File: config.mk
export PLATFORM = sky130hd
export DESIGN_NAME = move_and_branch_decoder
export DESIGN_NICKNAME = d
export VERILOG_FILES = /design/src/logic/move_branch_pkg.sv /design/src/logic/move_branch_alu.sv /design/src/logic/move_branch_stack.sv /design/src/logic/move_and_branch_decoder.sv
export VERILOG_INCLUDE_DIRS = /design/src /design/src/logic
export SDC_FILE = /design/constraint.sdc
export NUM_CORES = 1
export LEC_CHECK = 0
export BUFFER_PORTS_ARGS = -buffer_cell sky130_fd_sc_hd__buf_2
export CAP_MARGIN = 20
export CORE_MARGIN = 1
export CORE_UTILIZATION = 35
export DETAILED_ROUTE_END_ITERATION = 10
export PLACE_DENSITY = 0.56
export SYNTH_ARGS = -nofsm -noshare
export SYNTH_HDL_FRONTEND = slang
export SYNTH_SLANG_ARGS = --single-unit
File: constraint.sdc
create_clock -name CLOCK_I -period 13.9 [get_ports CLOCK_I]
set_input_delay 2.78 -clock CLOCK_I [delete_from_list [all_inputs] [get_ports CLOCK_I]]
set_output_delay 2.78 -clock CLOCK_I [all_outputs]
set_load 0.01 [all_outputs]
File: src/logic/move_branch_cfg.svh
// constants: opcodes, field positions, reset values and register offsets
`ifndef MOVE_BRANCH_CFG_SVH
`define MOVE_BRANCH_CFG_SVH
// ---------------------------------------------------------------
// instruction patterns
// ---------------------------------------------------------------
`define OP_NOP       12'b0000_0000_0000
`define OP_OPTION    12'b0000_0000_0010
`define OP_PORT      12'b0000_0000_01??
`define OP_PORT_LO   3'h5
`define OP_RET       12'b0000_0000_1100
`define OP_RET_PAGE  12'b0000_0000_1101
`define OP_RET_INT   12'b0000_0000_1110
`define OP_RET_INT_ADD 12'b0000_0000_1111
`define OP_PAGE      12'b0000_0001_0???
`define OP_MODE_RD   12'b0000_0100_0010
`define OP_MODE_WR   12'b0000_0100_0011
`define OP_MODE_LIT  12'b0000_0101_????
`define OP_MOV_FW    12'b0000_001?_????
`define OP_SUB_W     12'b0000_100?_????
`define OP_DEC_W     12'b0000_110?_????
`define OP_MOV_WF    12'b0010_000?_????
`define OP_TEST      12'b0010_001?_????
`define OP_NOT_W     12'b0010_010?_????
`define OP_INC_W     12'b0010_100?_????
`define OP_DECSZ_W   12'b0010_110?_????
`define OP_RR_W      12'b0011_000?_????
`define OP_RL_W      12'b0011_010?_????
`define OP_SWAP_W    12'b0011_100?_????
`define OP_INCSZ_W   12'b0011_110?_????
`define OP_RET_LIT   12'b1000_????_????
`define OP_CALL      12'b1001_????_????
`define OP_JMP       12'b101?_????_????
`define OP_LIT_W     12'b1100_????_????
// ---------------------------------------------------------------
// status bits, file addresses, reset values, timing
// ---------------------------------------------------------------
`define ST_C         0
`define ST_DIGIT     1
`define ST_Z         2
`define ST_POWERDOWN 3
`define ST_TIMEOUT   4
`define ADDR_COUNTER 5'h01
`define ADDR_STATUS  5'h03
`define ADDR_POINTER 5'h04
`define STATUS_RST   8'h18
`define OPTION_RST   8'hff
`define MODE_RST     4'hf
`define MODE_WKPND   4'h9
`define MODE_CMP     4'h8
`define PORT_B_SEL   3'h6
`define BRANCH_EXTRA 2'h2
`define SKIP_EXTRA   2'h1
`define STACK_DEPTH  8
// ---------------------------------------------------------------
// register bus map
// ---------------------------------------------------------------
`define REG_CTRL     4'h0
`define REG_STATE    4'h4
`define REG_OPTION   4'h8
`define CTRL_FUSE    0
`define CTRL_RUN     1
`define CTRL_RST     2'h2
`define RESP_OKAY    2'h0
`define RESP_DECERR  2'h3
`endif

File: src/logic/move_branch_pkg.sv
// types shared by the decoder and its helpers
package move_branch_pkg;
   typedef enum logic [2:0] {
      ALU_PASS = 3'h0, ALU_SUB = 3'h1, ALU_INC = 3'h2, ALU_DEC = 3'h3,
      ALU_NOT = 3'h4, ALU_RL = 3'h5, ALU_RR = 3'h6, ALU_SWAP = 3'h7
   } alu_e;
   typedef struct packed {
      logic [7:0] res;
      logic c;
      logic digit;
      logic z;
   } alu_out_s;
   typedef struct packed {
      logic [7:0] w;
      logic [7:0] status;
      logic [7:0] pointer;
      logic [10:0] pc;
   } ctx_s;
   typedef struct packed {
      ctx_s live;
      ctx_s shadow;
      logic [7:0] counter;
      logic [3:0] mode;
      logic [7:0] option;
      logic [1:0] stall;
      logic [7:0][7:0] port;
      logic [31:0][7:0] file;
      logic [1:0] ctrl;
      logic bvalid;
      logic [1:0] bresp;
      logic rvalid;
      logic [1:0] rresp;
      logic [31:0] rdata;
   } core_s;
endpackage

File: src/logic/move_branch_alu.sv
// combinational data path for the move, rotate and arithmetic moves
`timescale 1ns/100ps
module move_branch_alu (
   input wire logic [7:0] a_i,                  // file operand
   input wire logic [7:0] b_i,                  // accumulator
   input wire logic c_i,                        // carry in
   input wire logic fuse_i,                     // carry chain fuse, 0 = chain
   input move_branch_pkg::alu_e op_i,           // operation
   output move_branch_pkg::alu_out_s out_o      // result and flags
);
   logic [8:0] diff;
   logic [4:0] ndiff;
   logic bin;
   // ---------------------------------------------------------------
   // operation select
   // ---------------------------------------------------------------
   always_comb begin
      bin = fuse_i ? 1'b0 : ~c_i; // borrow only with chain enabled
      diff = {1'b0, a_i} - {1'b0, b_i} - {8'h00, bin};
      ndiff = {1'b0, a_i[3:0]} - {1'b0, b_i[3:0]} - {4'h0, bin};
      out_o.c = c_i;
      out_o.digit = 1'b0;
      unique case (op_i)
         move_branch_pkg::ALU_SUB: begin
            out_o.res = diff[7:0];
            out_o.c = ~diff[8]; // carry means no borrow
            out_o.digit = ~ndiff[4];
         end
         move_branch_pkg::ALU_INC: out_o.res = a_i + 8'h01;
         move_branch_pkg::ALU_DEC: out_o.res = a_i - 8'h01;
         move_branch_pkg::ALU_NOT: out_o.res = ~a_i;
         move_branch_pkg::ALU_RL: begin
            out_o.res = {a_i[6:0], c_i};
            out_o.c = a_i[7];
         end
         move_branch_pkg::ALU_RR: begin
            out_o.res = {c_i, a_i[7:1]};
            out_o.c = a_i[0];
         end
         move_branch_pkg::ALU_SWAP: out_o.res = {a_i[3:0], a_i[7:4]};
         move_branch_pkg::ALU_PASS: out_o.res = a_i;
      endcase
      out_o.z = (out_o.res == 8'h00);
   end
endmodule // move_branch_alu

File: src/logic/move_branch_stack.sv
// hardware return stack, top entry visible combinationally
`timescale 1ns/100ps
`include "move_branch_cfg.svh"
module move_branch_stack #(
   parameter int DEPTH = `STACK_DEPTH
) (
   input wire logic CLOCK_I,                    // system clock
   input wire logic SYS_RST_I,                  // synchronous reset
   input wire logic push_i,                     // push pulse
   input wire logic pop_i,                      // pop pulse
   input wire logic [10:0] data_i,              // return address
   output logic [10:0] top_o                    // current top
);
   typedef struct packed {
      logic [DEPTH-1:0][10:0] ent;
   } stack_s;
   stack_s st_reg;
   stack_s st_next;
   // shift register: overflow drops the oldest, underflow repeats it
   always_comb begin
      st_next = st_reg;
      if (push_i) begin
         st_next.ent = {st_reg.ent[DEPTH-2:0], data_i};
      end else if (pop_i) begin
         st_next.ent = {st_reg.ent[DEPTH-1], st_reg.ent[DEPTH-1:1]};
      end
   end
   always_ff @(posedge CLOCK_I) begin
      if (SYS_RST_I) begin
         st_reg <= '0;
      end else begin
         st_reg <= st_next;
      end
   end
   assign top_o = st_reg.ent[0];
endmodule // move_branch_stack

File: src/logic/move_and_branch_decoder.sv
// move and program-control instruction decoder with register bus
// Operation
// - move accumulator to file, flags kept
// - move file to accumulator, update zero
// - file minus accumulator, fuse-gated borrow, flags
// - literal into accumulator, flags kept
// - complement of file into accumulator, zero
// - file minus one into accumulator, zero
// - file plus one into accumulator, zero
// - rotate left through carry into accumulator
// - rotate right through carry into accumulator
// - nibble swap into accumulator, flags kept
// - mode into accumulator, upper nibble zero
// - inc/dec move, skip on zero result
// - accumulator or literal into mode register
// - port control write, swap for B only in mode 8 or 9
// - accumulator into option register
// - test file register for zero
// - call pushes return, three cycles
// - jump loads nine bits plus page
// - return pops in three; nop one cycle
// - cross-page return also sets page bits
// - interrupt returns restore shadows; add variant
// - literal return loads accumulator and pops
// - page bits loaded by page instruction
//
// Our own choices: the placing of the registers and the AXI4-Lite register port.
`timescale 1ns/100ps
`include "move_branch_cfg.svh"
module move_and_branch_decoder (
   input wire logic CLOCK_I,                    // 100 MHz clock
   input wire logic SYS_RST_I,                  // synchronous reset
   input wire logic [11:0] INSTR_I,             // instruction word
   input wire logic INSTR_VALID_I,              // word valid
   output logic INSTR_READY_O,                  // word accepted
   output logic [10:0] FETCH_ADDR_O,            // program counter
   input wire logic SHADOW_SAVE_I,              // capture shadow context
   output logic [7:0] W_O,                      // accumulator
   output logic [7:0] STATUS_O,                 // status register
   input wire logic [3:0] S_AXI_AWADDR,         // write address
   input wire logic S_AXI_AWVALID,              // write address valid
   output logic S_AXI_AWREADY,                  // write address ready
   input wire logic [31:0] S_AXI_WDATA,         // write data
   input wire logic [3:0] S_AXI_WSTRB,          // write strobes
   input wire logic S_AXI_WVALID,               // write data valid
   output logic S_AXI_WREADY,                   // write data ready
   output logic [1:0] S_AXI_BRESP,              // write response
   output logic S_AXI_BVALID,                   // write response valid
   input wire logic S_AXI_BREADY,               // write response ready
   input wire logic [3:0] S_AXI_ARADDR,         // read address
   input wire logic S_AXI_ARVALID,              // read address valid
   output logic S_AXI_ARREADY,                  // read address ready
   output logic [31:0] S_AXI_RDATA,             // read data
   output logic [1:0] S_AXI_RRESP,              // read response
   output logic S_AXI_RVALID,                   // read response valid
   input wire logic S_AXI_RREADY                // read response ready
);
   move_branch_pkg::core_s r_reg;
   move_branch_pkg::core_s r_next;
   move_branch_pkg::alu_e alu_sel;
   move_branch_pkg::alu_out_s alu;
   logic take;
   logic [4:0] faddr;
   logic [7:0] file_register_operand;
   logic [10:0] stack_top;
   logic push;
   logic pop;
   logic wr_go;
   // ---------------------------------------------------------------
   // helpers
   // ---------------------------------------------------------------
   // special file addresses map onto live state, others to the array
   function automatic logic [7:0] file_rd(move_branch_pkg::core_s s, logic [4:0] a);
      unique case (a)
         `ADDR_COUNTER: file_rd = s.counter;
         `ADDR_STATUS: file_rd = s.live.status;
         `ADDR_POINTER: file_rd = s.live.pointer;
         default: file_rd = s.file[a];
      endcase
   endfunction
   // status with a new zero bit
   function automatic logic [7:0] with_z(logic [7:0] st, logic z);
      with_z = st;
      with_z[`ST_Z] = z;
   endfunction
   // ---------------------------------------------------------------
   // fetch handshake and operand
   // ---------------------------------------------------------------
   // fetch held while a branch or skip completes
   assign INSTR_READY_O = r_reg.ctrl[`CTRL_RUN] && (r_reg.stall == 2'h0);
   assign take = INSTR_VALID_I && INSTR_READY_O;
   assign faddr = INSTR_I[4:0];
   assign file_register_operand = file_rd(r_reg, faddr);
   // alu selection straight from the word
   always_comb begin
      casez (INSTR_I)
         `OP_SUB_W: alu_sel = move_branch_pkg::ALU_SUB;
         `OP_DEC_W, `OP_DECSZ_W: alu_sel = move_branch_pkg::ALU_DEC;
         `OP_INC_W, `OP_INCSZ_W: alu_sel = move_branch_pkg::ALU_INC;
         `OP_NOT_W: alu_sel = move_branch_pkg::ALU_NOT;
         `OP_RL_W: alu_sel = move_branch_pkg::ALU_RL;
         `OP_RR_W: alu_sel = move_branch_pkg::ALU_RR;
         `OP_SWAP_W: alu_sel = move_branch_pkg::ALU_SWAP;
         default: alu_sel = move_branch_pkg::ALU_PASS;
      endcase
   end
   move_branch_alu u_alu (
      .a_i(file_register_operand),
      .b_i(r_reg.live.w),
      .c_i(r_reg.live.status[`ST_C]),
      .fuse_i(r_reg.ctrl[`CTRL_FUSE]),
      .op_i(alu_sel),
      .out_o(alu)
   );
   move_branch_stack u_stack (
      .CLOCK_I(CLOCK_I),
      .SYS_RST_I(SYS_RST_I),
      .push_i(push),
      .pop_i(pop),
      .data_i(11'(r_reg.live.pc + 11'h001)),
      .top_o(stack_top)
   );
   // ---------------------------------------------------------------
   // next state
   // ---------------------------------------------------------------
   always_comb begin
      r_next = r_reg;
      push = 1'b0;
      pop = 1'b0;
      r_next.counter = r_reg.counter + 8'h01; // free running
      if (r_reg.stall != 2'h0) begin
         r_next.stall = r_reg.stall - 2'h1;
      end
      if (SHADOW_SAVE_I) begin
         r_next.shadow = r_reg.live;
      end
      if (take) begin
         r_next.live.pc = r_reg.live.pc + 11'h001;
         casez (INSTR_I)
            `OP_NOP: ;
            `OP_OPTION: r_next.option = r_reg.live.w;
            `OP_PORT: begin
               if (INSTR_I[2:0] < `OP_PORT_LO) begin
                  // low selectors have no port: no operation
               end else if (INSTR_I[2:0] == `PORT_B_SEL &&
                            (r_reg.mode == `MODE_WKPND || r_reg.mode == `MODE_CMP)) begin
                  r_next.port[INSTR_I[2:0]] = r_reg.live.w;
                  r_next.live.w = r_reg.port[INSTR_I[2:0]];
               end else begin
                  r_next.port[INSTR_I[2:0]] = r_reg.live.w;
               end
            end
            `OP_RET: begin
               r_next.live.pc = stack_top;
               pop = 1'b1;
               r_next.stall = `BRANCH_EXTRA;
            end
            `OP_RET_PAGE: begin
               r_next.live.pc = stack_top;
               r_next.live.status[6:5] = stack_top[10:9];
               pop = 1'b1;
               r_next.stall = `BRANCH_EXTRA;
            end
            `OP_RET_INT, `OP_RET_INT_ADD: begin
               r_next.live = r_reg.shadow;
               r_next.live.status[`ST_TIMEOUT] = r_reg.live.status[`ST_TIMEOUT];
               r_next.live.status[`ST_POWERDOWN] = r_reg.live.status[`ST_POWERDOWN];
               if (INSTR_I[0]) begin
                  r_next.counter = r_reg.counter + r_reg.shadow.w;
               end
               r_next.stall = `BRANCH_EXTRA;
            end
            `OP_PAGE: r_next.live.status[7:5] = INSTR_I[2:0];
            `OP_MODE_RD: r_next.live.w = {4'h0, r_reg.mode};
            `OP_MODE_WR: r_next.mode = r_reg.live.w[3:0];
            `OP_MODE_LIT: r_next.mode = INSTR_I[3:0];
            `OP_MOV_FW, `OP_TEST: begin
               // the file write below carries the value
            end
            `OP_SUB_W: begin
               r_next.live.w = alu.res;
               r_next.live.status[`ST_C] = alu.c;
               r_next.live.status[`ST_DIGIT] = alu.digit;
               r_next.live.status[`ST_Z] = alu.z;
            end
            `OP_MOV_WF, `OP_NOT_W, `OP_DEC_W, `OP_INC_W: begin
               r_next.live.w = alu.res;
               r_next.live.status = with_z(r_reg.live.status, alu.z);
            end
            `OP_RL_W, `OP_RR_W: begin
               r_next.live.w = alu.res;
               r_next.live.status[`ST_C] = alu.c;
            end
            `OP_SWAP_W: r_next.live.w = alu.res;
            `OP_DECSZ_W, `OP_INCSZ_W: begin
               r_next.live.w = alu.res;
               if (alu.z) begin
                  // skip by stepping over the next word, never fetching it
                  r_next.live.pc = r_reg.live.pc + 11'h002;
                  r_next.stall = `SKIP_EXTRA;
               end
            end
            `OP_RET_LIT: begin
               r_next.live.w = INSTR_I[7:0];
               r_next.live.pc = stack_top;
               pop = 1'b1;
               r_next.stall = `BRANCH_EXTRA;
            end
            `OP_CALL: begin
               r_next.live.pc = {r_reg.live.status[6:5], 1'b0, INSTR_I[7:0]};
               push = 1'b1;
               r_next.stall = `BRANCH_EXTRA;
            end
            `OP_JMP: begin
               r_next.live.pc = {r_reg.live.status[6:5], INSTR_I[8:0]};
               r_next.stall = `BRANCH_EXTRA;
            end
            `OP_LIT_W: r_next.live.w = INSTR_I[7:0];
            default: ;
         endcase
         // file write for move-to-file and test rewrite
         if ((INSTR_I ==? `OP_MOV_FW) || (INSTR_I ==? `OP_TEST)) begin
            // bit 9 tells the test rewrite from the move; both carry bit 5 set
            unique case (faddr)
               `ADDR_COUNTER: r_next.counter = INSTR_I[9] ? file_register_operand : r_reg.live.w;
               `ADDR_STATUS: r_next.live.status = INSTR_I[9] ? file_register_operand : r_reg.live.w;
               `ADDR_POINTER: r_next.live.pointer = INSTR_I[9] ? file_register_operand : r_reg.live.w;
               default: r_next.file[faddr] = INSTR_I[9] ? file_register_operand : r_reg.live.w;
            endcase
            if (INSTR_I[9]) begin
               r_next.live.status = with_z(r_next.live.status, file_register_operand == 8'h00);
            end
         end
      end
      // register bus: write takes address and data in one beat
      if (wr_go) begin
         r_next.bvalid = 1'b1;
         r_next.bresp = `RESP_DECERR;
         if (S_AXI_AWADDR == `REG_CTRL) begin
            r_next.bresp = `RESP_OKAY;
            if (S_AXI_WSTRB[0]) begin
               r_next.ctrl = S_AXI_WDATA[1:0];
            end
         end else if (S_AXI_AWADDR == `REG_OPTION) begin
            r_next.bresp = `RESP_OKAY;
            if (S_AXI_WSTRB[0]) begin
               r_next.option = S_AXI_WDATA[7:0];
            end
         end
      end else if (r_reg.bvalid && S_AXI_BREADY) begin
         r_next.bvalid = 1'b0;
      end
      // register bus: read
      if (S_AXI_ARVALID && S_AXI_ARREADY) begin
         r_next.rvalid = 1'b1;
         r_next.rresp = `RESP_OKAY;
         unique case (S_AXI_ARADDR)
            `REG_CTRL: r_next.rdata = {30'h0, r_reg.ctrl};
            `REG_STATE: r_next.rdata = {5'h00, r_reg.live.pc, r_reg.live.status, r_reg.live.w};
            `REG_OPTION: r_next.rdata = {24'h000000, r_reg.option};
            default: begin
               r_next.rdata = 32'h00000000;
               r_next.rresp = `RESP_DECERR;
            end
         endcase
      end else if (r_reg.rvalid && S_AXI_RREADY) begin
         r_next.rvalid = 1'b0;
      end
   end
   // ---------------------------------------------------------------
   // state register
   // ---------------------------------------------------------------
   always_ff @(posedge CLOCK_I) begin
      if (SYS_RST_I) begin
         r_reg <= '0;
         r_reg.live.status <= `STATUS_RST;
         r_reg.option <= `OPTION_RST;
         r_reg.mode <= `MODE_RST;
         r_reg.ctrl <= `CTRL_RST;
      end else begin
         r_reg <= r_next;
      end
   end
   // ---------------------------------------------------------------
   // outputs
   // ---------------------------------------------------------------
   // write side waits for both channels, so neither can be taken alone
   assign wr_go = S_AXI_AWVALID && S_AXI_WVALID && !r_reg.bvalid;
   assign S_AXI_AWREADY = wr_go;
   assign S_AXI_WREADY = wr_go;
   assign S_AXI_BVALID = r_reg.bvalid;
   assign S_AXI_BRESP = r_reg.bresp;
   assign S_AXI_ARREADY = !r_reg.rvalid;
   assign S_AXI_RVALID = r_reg.rvalid;
   assign S_AXI_RRESP = r_reg.rresp;
   assign S_AXI_RDATA = r_reg.rdata;
   assign FETCH_ADDR_O = r_reg.live.pc;
   assign W_O = r_reg.live.w;
   assign STATUS_O = r_reg.live.status;
endmodule // move_and_branch_decoder

# --- Word-level counts from Yosys, hierarchy flattened ---
# Cells that the tools add are included.
op_classes:
  addsub: 11
  magnitude_cmp: 5
  n_eq_ne: 44
  n_mux: 63
  n_bitwise: 6
  reduce_logical: 44
ops:
  columns: ["op", "n"]
  rows:
  - ["$mux 256", 2]
  - ["$mux 342", 1]
  - ["$bwmux 256", 1]
  - ["$mux 8", 19]
  - ["$mux 64", 2]
  - ["$mux 88", 1]
  - ["$pmux 27 s3", 1]
  - ["$mux 77", 1]
  - ["$bwmux 64", 1]
  - ["$pmux 8 s8", 1]
  - ["$eq 7x5->1 const B", 9]
  - ["$pmux 11 s5", 1]
  - ["$eq 12x4->1 const B", 4]
  - ["$bmux 8 s5", 1]
  - ["$demux 8 s5", 1]
  - ["$pmux 8 s5", 1]
  - ["$eq 4x4->1 const B", 7]
  - ["$bmux 8 s3", 1]
  - ["$demux 8 s3", 1]
  - ["$eq 12x7->1 const B", 2]
  - ["$pmux 8 s3", 1]
  - ["$pmux 3 s7", 1]
  - ["$eq 3x3->1 const B", 6]
  - ["$add 8x1->8 const B", 2]
  - ["56 further kinds", 105]
totals:
  reg_bits: 540
  input_bits: 65
  out_inout_bits: 69
  wordCells: 240

# --- Longest topological paths before layout ---
depth:
  depth_word: 14
  ltp_mapped: 27
  depth_no_buf: 22

# --- Modules after synthesis ---
# A second synthesis with hierarchy kept.
unflattened:
  hier_cells: 2776
  hier_area_um2: 25642.1
by_module_without_submodules:
  columns: ["module", "instances", "cells_per_inst", "area_each_um2", "seq_area_each_um2"]
  rows:
  - ["move_and_branch_decoder", 1, 2195, 20327.0, 8868.5]
  - ["move_branch_stack", 1, 390, 4061.4, 1761.7]
  - ["move_branch_alu", 1, 191, 1253.7, 0.0]

# --- Worst setup path before layout ---
# Ideal clock, no wire load.
synth_path:
  kind: "input to register"
  start: "in INSTR_I[0]"
  end: "reg r_reg (netlist bit FETCH_ADDR_O[1])"
  setup_time_ns: 0.138
  t_arrival_ns: 7.457
  required_time_ns: 13.762
  path_slack_ns: 6.305
  path_stages: 23
  path_buffers: 2
  path_cell_list: "buf_4 > mux4_2 > a22o_1 > a211oi_1 > nor2_1 > nor2_1 > fa_1 > inv_1 > fa_1 > nand2b_1 > a21oi_1 > o21bai_1 > a21oi_1 > xnor2_1 > a221oi_1 > o221ai_1 > a211oi_1 > o21ai_0 > or4b_1 > buf_2 > mux2i_1 > a221oi_1 > a311oi_1"
synth_between:
  elab_chain_len: 9
  word_cells_on_any_way: 21
  cone_classes: "add/sub (4); eq/ne (7); mux (6); bitwise (1); reduce/logical (3)"
synth_lines:
  columns: ["item", "line_no", "source"]
  rows:
  - ["start: declaration", "move_and_branch_decoder.sv:33", "input wire logic [11:0] INSTR_I,"]
  - ["$bmux 8 s5", "move_and_branch_decoder.sv:78", "default: file_rd = s.file[a];"]
  - ["$mux 8 (not written as such)", "move_and_branch_decoder.sv:78", null]
  - ["$pmux 8 s3", "move_and_branch_decoder.sv:74", "unique case (a)"]
  - ["$sub 8x8->9", "move_branch_alu.sv:19", "diff = {1'b0, a_i} - {1'b0, b_i} - {8'h00, bin};"]
  - ["$sub 9x1->9", "move_branch_alu.sv:19", null]
  - ["$pmux 8 s8", "move_branch_alu.sv:23", "unique case (op_i)"]
  - ["$logic_not 8->1", "move_branch_alu.sv:43", "out_o.z = (out_o.res == 8'h00);"]
  - ["$mux 11", "move_and_branch_decoder.sv:197", "if (alu.z) begin"]
  - ["$pmux 11 s5 *", "move_and_branch_decoder.sv:139", "casez (INSTR_I)"]
  - ["end signal: assignment", "move_and_branch_decoder.sv:281", "r_reg <= r_next;"]
  - ["end: declaration", "move_and_branch_decoder.sv:58", "move_branch_pkg::core_s r_reg;"]
# Mark *: on every way between the ends. The rest lies on a longest branch, timed or not. The select of a mux whose other input is x is not followed.
# A chain may end at the register's enable or synchronous reset.

# --- Final worst setup path ---
# Same ends and word-level chain as after synthesis.

==> impl_metrics.tcl <==
set metrics [dict create \
    status "finished, final reports clean" \
    antenna_cells_inserted 0 \
    cp_cell_instances "buf_4, buf_4, buf_4, mux4_2, a22oi_1, a31o_2, nor2_1, nor2_1, fa_1, inv_1, fa_1, nand2b_1, a21oi_1, o21bai_1, a21oi_1, xnor2_1, a221oi_1, o221ai_1, a211oi_1, o21ai_0, or4b_1, mux2i_1, a221oi_1, a311oi_1" \
    antenna_found_initial 0 \
    most_common_cell_after_layout_fill_and_taps_aside "dfxtp_1" \
    synth_top_cell_by_area "dfxtp_1" \
    power_per_unit_of_standard_cell_area_nw_per_um2 118 \
    clock.fmax_mhz 104 \
    post_synth.cell_area_avg_sq_um 8.71 \
    syn-instance-count 2918 \
    io_pins 134 \
    fin_crit_ns 9.62 \
    cts_tree "done" \
    slowest_delay_ns 0.79 \
    synth_edf_count 0 \
    critPathLaunchType "input port" \
    gp_weighted_congestion 0.891 \
    post_synth_num_cell_types 77 \
    cts_max_path_buffers 3 \
    grt_use_total 0.199 \
    finalCoreUtilization 0.392 \
    unrepaired_setup_endpoints_after_global_routing "no" \
    std_cell_rows 98 \
    first_global_vias 20400 \
    drt_antenna_net_count 0 \
    clock-sinks 531 \
    drt_wl_total_mm 75.5 \
    critical_path.max_fanout 38 \
    nFillCells 7149 \
    slew_headroom 0.266 \
    tns_ns 0 \
    vdd_ir_drop_max_uv 91.3 \
    worst_slew_pin_slew_ns 1.10 \
    first_pass_iters 7 \
    area_growth_from_synthesis_to_final_layout_pct 10.7 \
    design.die.area_sq_um 73700 \
    postSynth.asyncResetShare 0 \
    timing_max_transition_violations_final 0 \
    post_drt_wl_per_cell_microns 19.7 \
    p_leak_uw 0.0102 \
    layout.cells.most_common_list "dfxtp_1, nand2_1, nor2_1" \
    cp_common_cell "buf_4" \
    postCtsResizedCells 0 \
    initial_utilization 0.354 \
    avgViaCountPerCell 5.57 \
    cp-end-kind "flip-flop" \
    synth_ff_type "dfxtp_1" \
    final_period_util 0.692 \
    holdCritPathClass "flip-flop to flip-flop" \
    drc 0 \
    cts_inserted_buffers 58 \
    synth_sequential_area_ratio 0.418 \
    floorplan.die.height_microns 272 \
    post_route_cells_drive_above_1_share 0.127 \
    layout.nets 2927 \
    report.final.setup_viol 0 \
    dpl.cell_count 3715 \
    worst_skew_pair.late_latency_ns 0.64 \
    place.port_buffers 101 \
    post_synth_instance_area_sq_um 25400 \
    hpwl_mm 48.6 \
    critical-path-top-delay-family "compound AO/OA/AOI/OAI gates" \
    ctsHoldBuffers 0 \
    count_of_synthesis_stage_warnings_from_yosys 0 \
    cp_slowest_cell "or4b_1" \
    dominant_cells_by_area_after_synthesis "dfxtp_1, mux2i_1, nand2_1, nor2_1, mux4_2" \
    first_pass_grt_wire_length_mm 118 \
    cts.reportedPaths.clkPinSlew_ns 0.06 \
    timing_hold_violations_final 0 \
    crit_type "input port to flip-flop" \
    drtIter0Drc 2021 \
    skew_ns 0.0422 \
    die_w_microns 272 \
    grt_start_max_net_pins 222 \
    dr_total_vias 21300 \
    worst-endpoint-arrival_ns 10.10 \
    clock-root-buffer "clkbuf_16" \
    post_synthesis_register_bit_count 531 \
    postCtsSetupRepairBufs 0 \
    synthDominantCellAreaShare 0.418 \
    timing.max_cap.violations 0 \
    cp.required_ns 14.38 \
    timing.critical_path.buf_inv 4 \
    grt.overflow.total 0 \
    layout.cells.non_filler 3826 \
    cts-htree-levels 2 \
    core-area_sq_um 71700 \
]
## synthesized netlist by cell type (23+ instances only)
library cell	count
buf_1	27
o21ai_0	56
nor2b_1	73
inv_1	42
nand3_1	44
nor3_1	31
a21oi_1	165
nor2_1	420
buf_4	73
clkbuf_1	196
dfxtp_1	531
ha_1	26
mux4_2	64
a211oi_1	100
nand2_1	424
a221oi_1	33
a311oi_1	70
o22ai_1	23
mux2i_1	196
a22oi_1	38
## layer usage
layer | track usage | vias up | share of wire
met2 | 0.322 | 730 | 0.46
li1 | - | 10100 | -
met5 | 0 | - | 0
met4 | 0.0557 | 0 | 0.022
met3 | 0.0291 | 107 | 0.067
met1 | 0.276 | 10400 | 0.45
## kinds of logic after synthesis
kind of cell               after synthesis  share of synthesized area
other                                    1                   0.000148
and+or+nand+nor                       1080                      0.181
buffers and inverters                  357                     0.0648
muxes                                  277                      0.141
adders and majority gates               30                     0.0159
AOI/OAI and AO/OA                      612                      0.169
DFF                                    531                      0.418
xor gates and xnor gates                30                     0.0103
## path summary, 6_finish.rpt
path / from / endpoint / slack, ns / depth (start not counted)
worst max-delay path: INSTR_I[0] / FETCH_ADDR_O[1] / 4.28 / 24
worst min-delay path: flip-flop / flip-flop / 0.45 / 2
worst max register to register: flip-flop / FETCH_ADDR_O[1] / 7.50 / 21
worst min register to register: flip-flop / flip-flop / 0.45 / 2
## stage by stage
stage | setup WS, ns | hold WS [ns] | cell area (sq um) | total power (uW)
floorplan | 6.31 | 0.432 | 25400 | 1760
global placement | 3.77 | 0.439 | 26200 | 1840
detailed placement | 3.61 | 0.445 | 26200 | 1840
CTS | 4.29 | 0.454 | 28000 | 3340
global route | 3.71 | 0.467 | 28100 | 3430
finish | 4.28 | 0.453 | 28100 | 3320
## worst register-to-register path, stage by stage, from the launching register on
cell and delay (ns):
dfxtp_1 0.31, mux4_2 0.46, a22o_1 0.30, a211oi_1 0.68, nor2_1 0.16, nor2_1 0.42, fa_1 0.26, inv_1 0.07
fa_1 0.41, nand2b_1 0.19, a21oi_1 0.33, o21bai_1 0.10, a21oi_1 0.24, xnor2_1 0.13, a221oi_1 0.29, o221ai_1 0.15
a211oi_1 0.19, o21ai_0 0.25, or4b_1 0.79, mux2i_1 0.19, a221oi_1 0.28, a311oi_1 0.08
## report_power, final
part           switching [uW]  internal [uW]  leakage, uW
clock                     639            868     0.000905
sequential               16.3           1530      0.00428
combinational             183           81.2      0.00506
total                     838           2480       0.0102
## layout make-up
| class | count | area (sq um) | share of cell area |
|---|---|---|---|
| clock buffer | 87 | 1680 | 0.0597 |
| clock inverter | 17 | 163 | 0.00578 |
| inverter | 45 | 169 | 0.00600 |
| multi-input combinational | 2034 | 13300 | 0.471 |
| sequential | 531 | 10600 | 0.378 |
| tap | 950 | 1190 | 0.0422 |
| timing repair buffer | 162 | 1050 | 0.0373 |
Note: power is estimated with default switching activity, not from simulation.
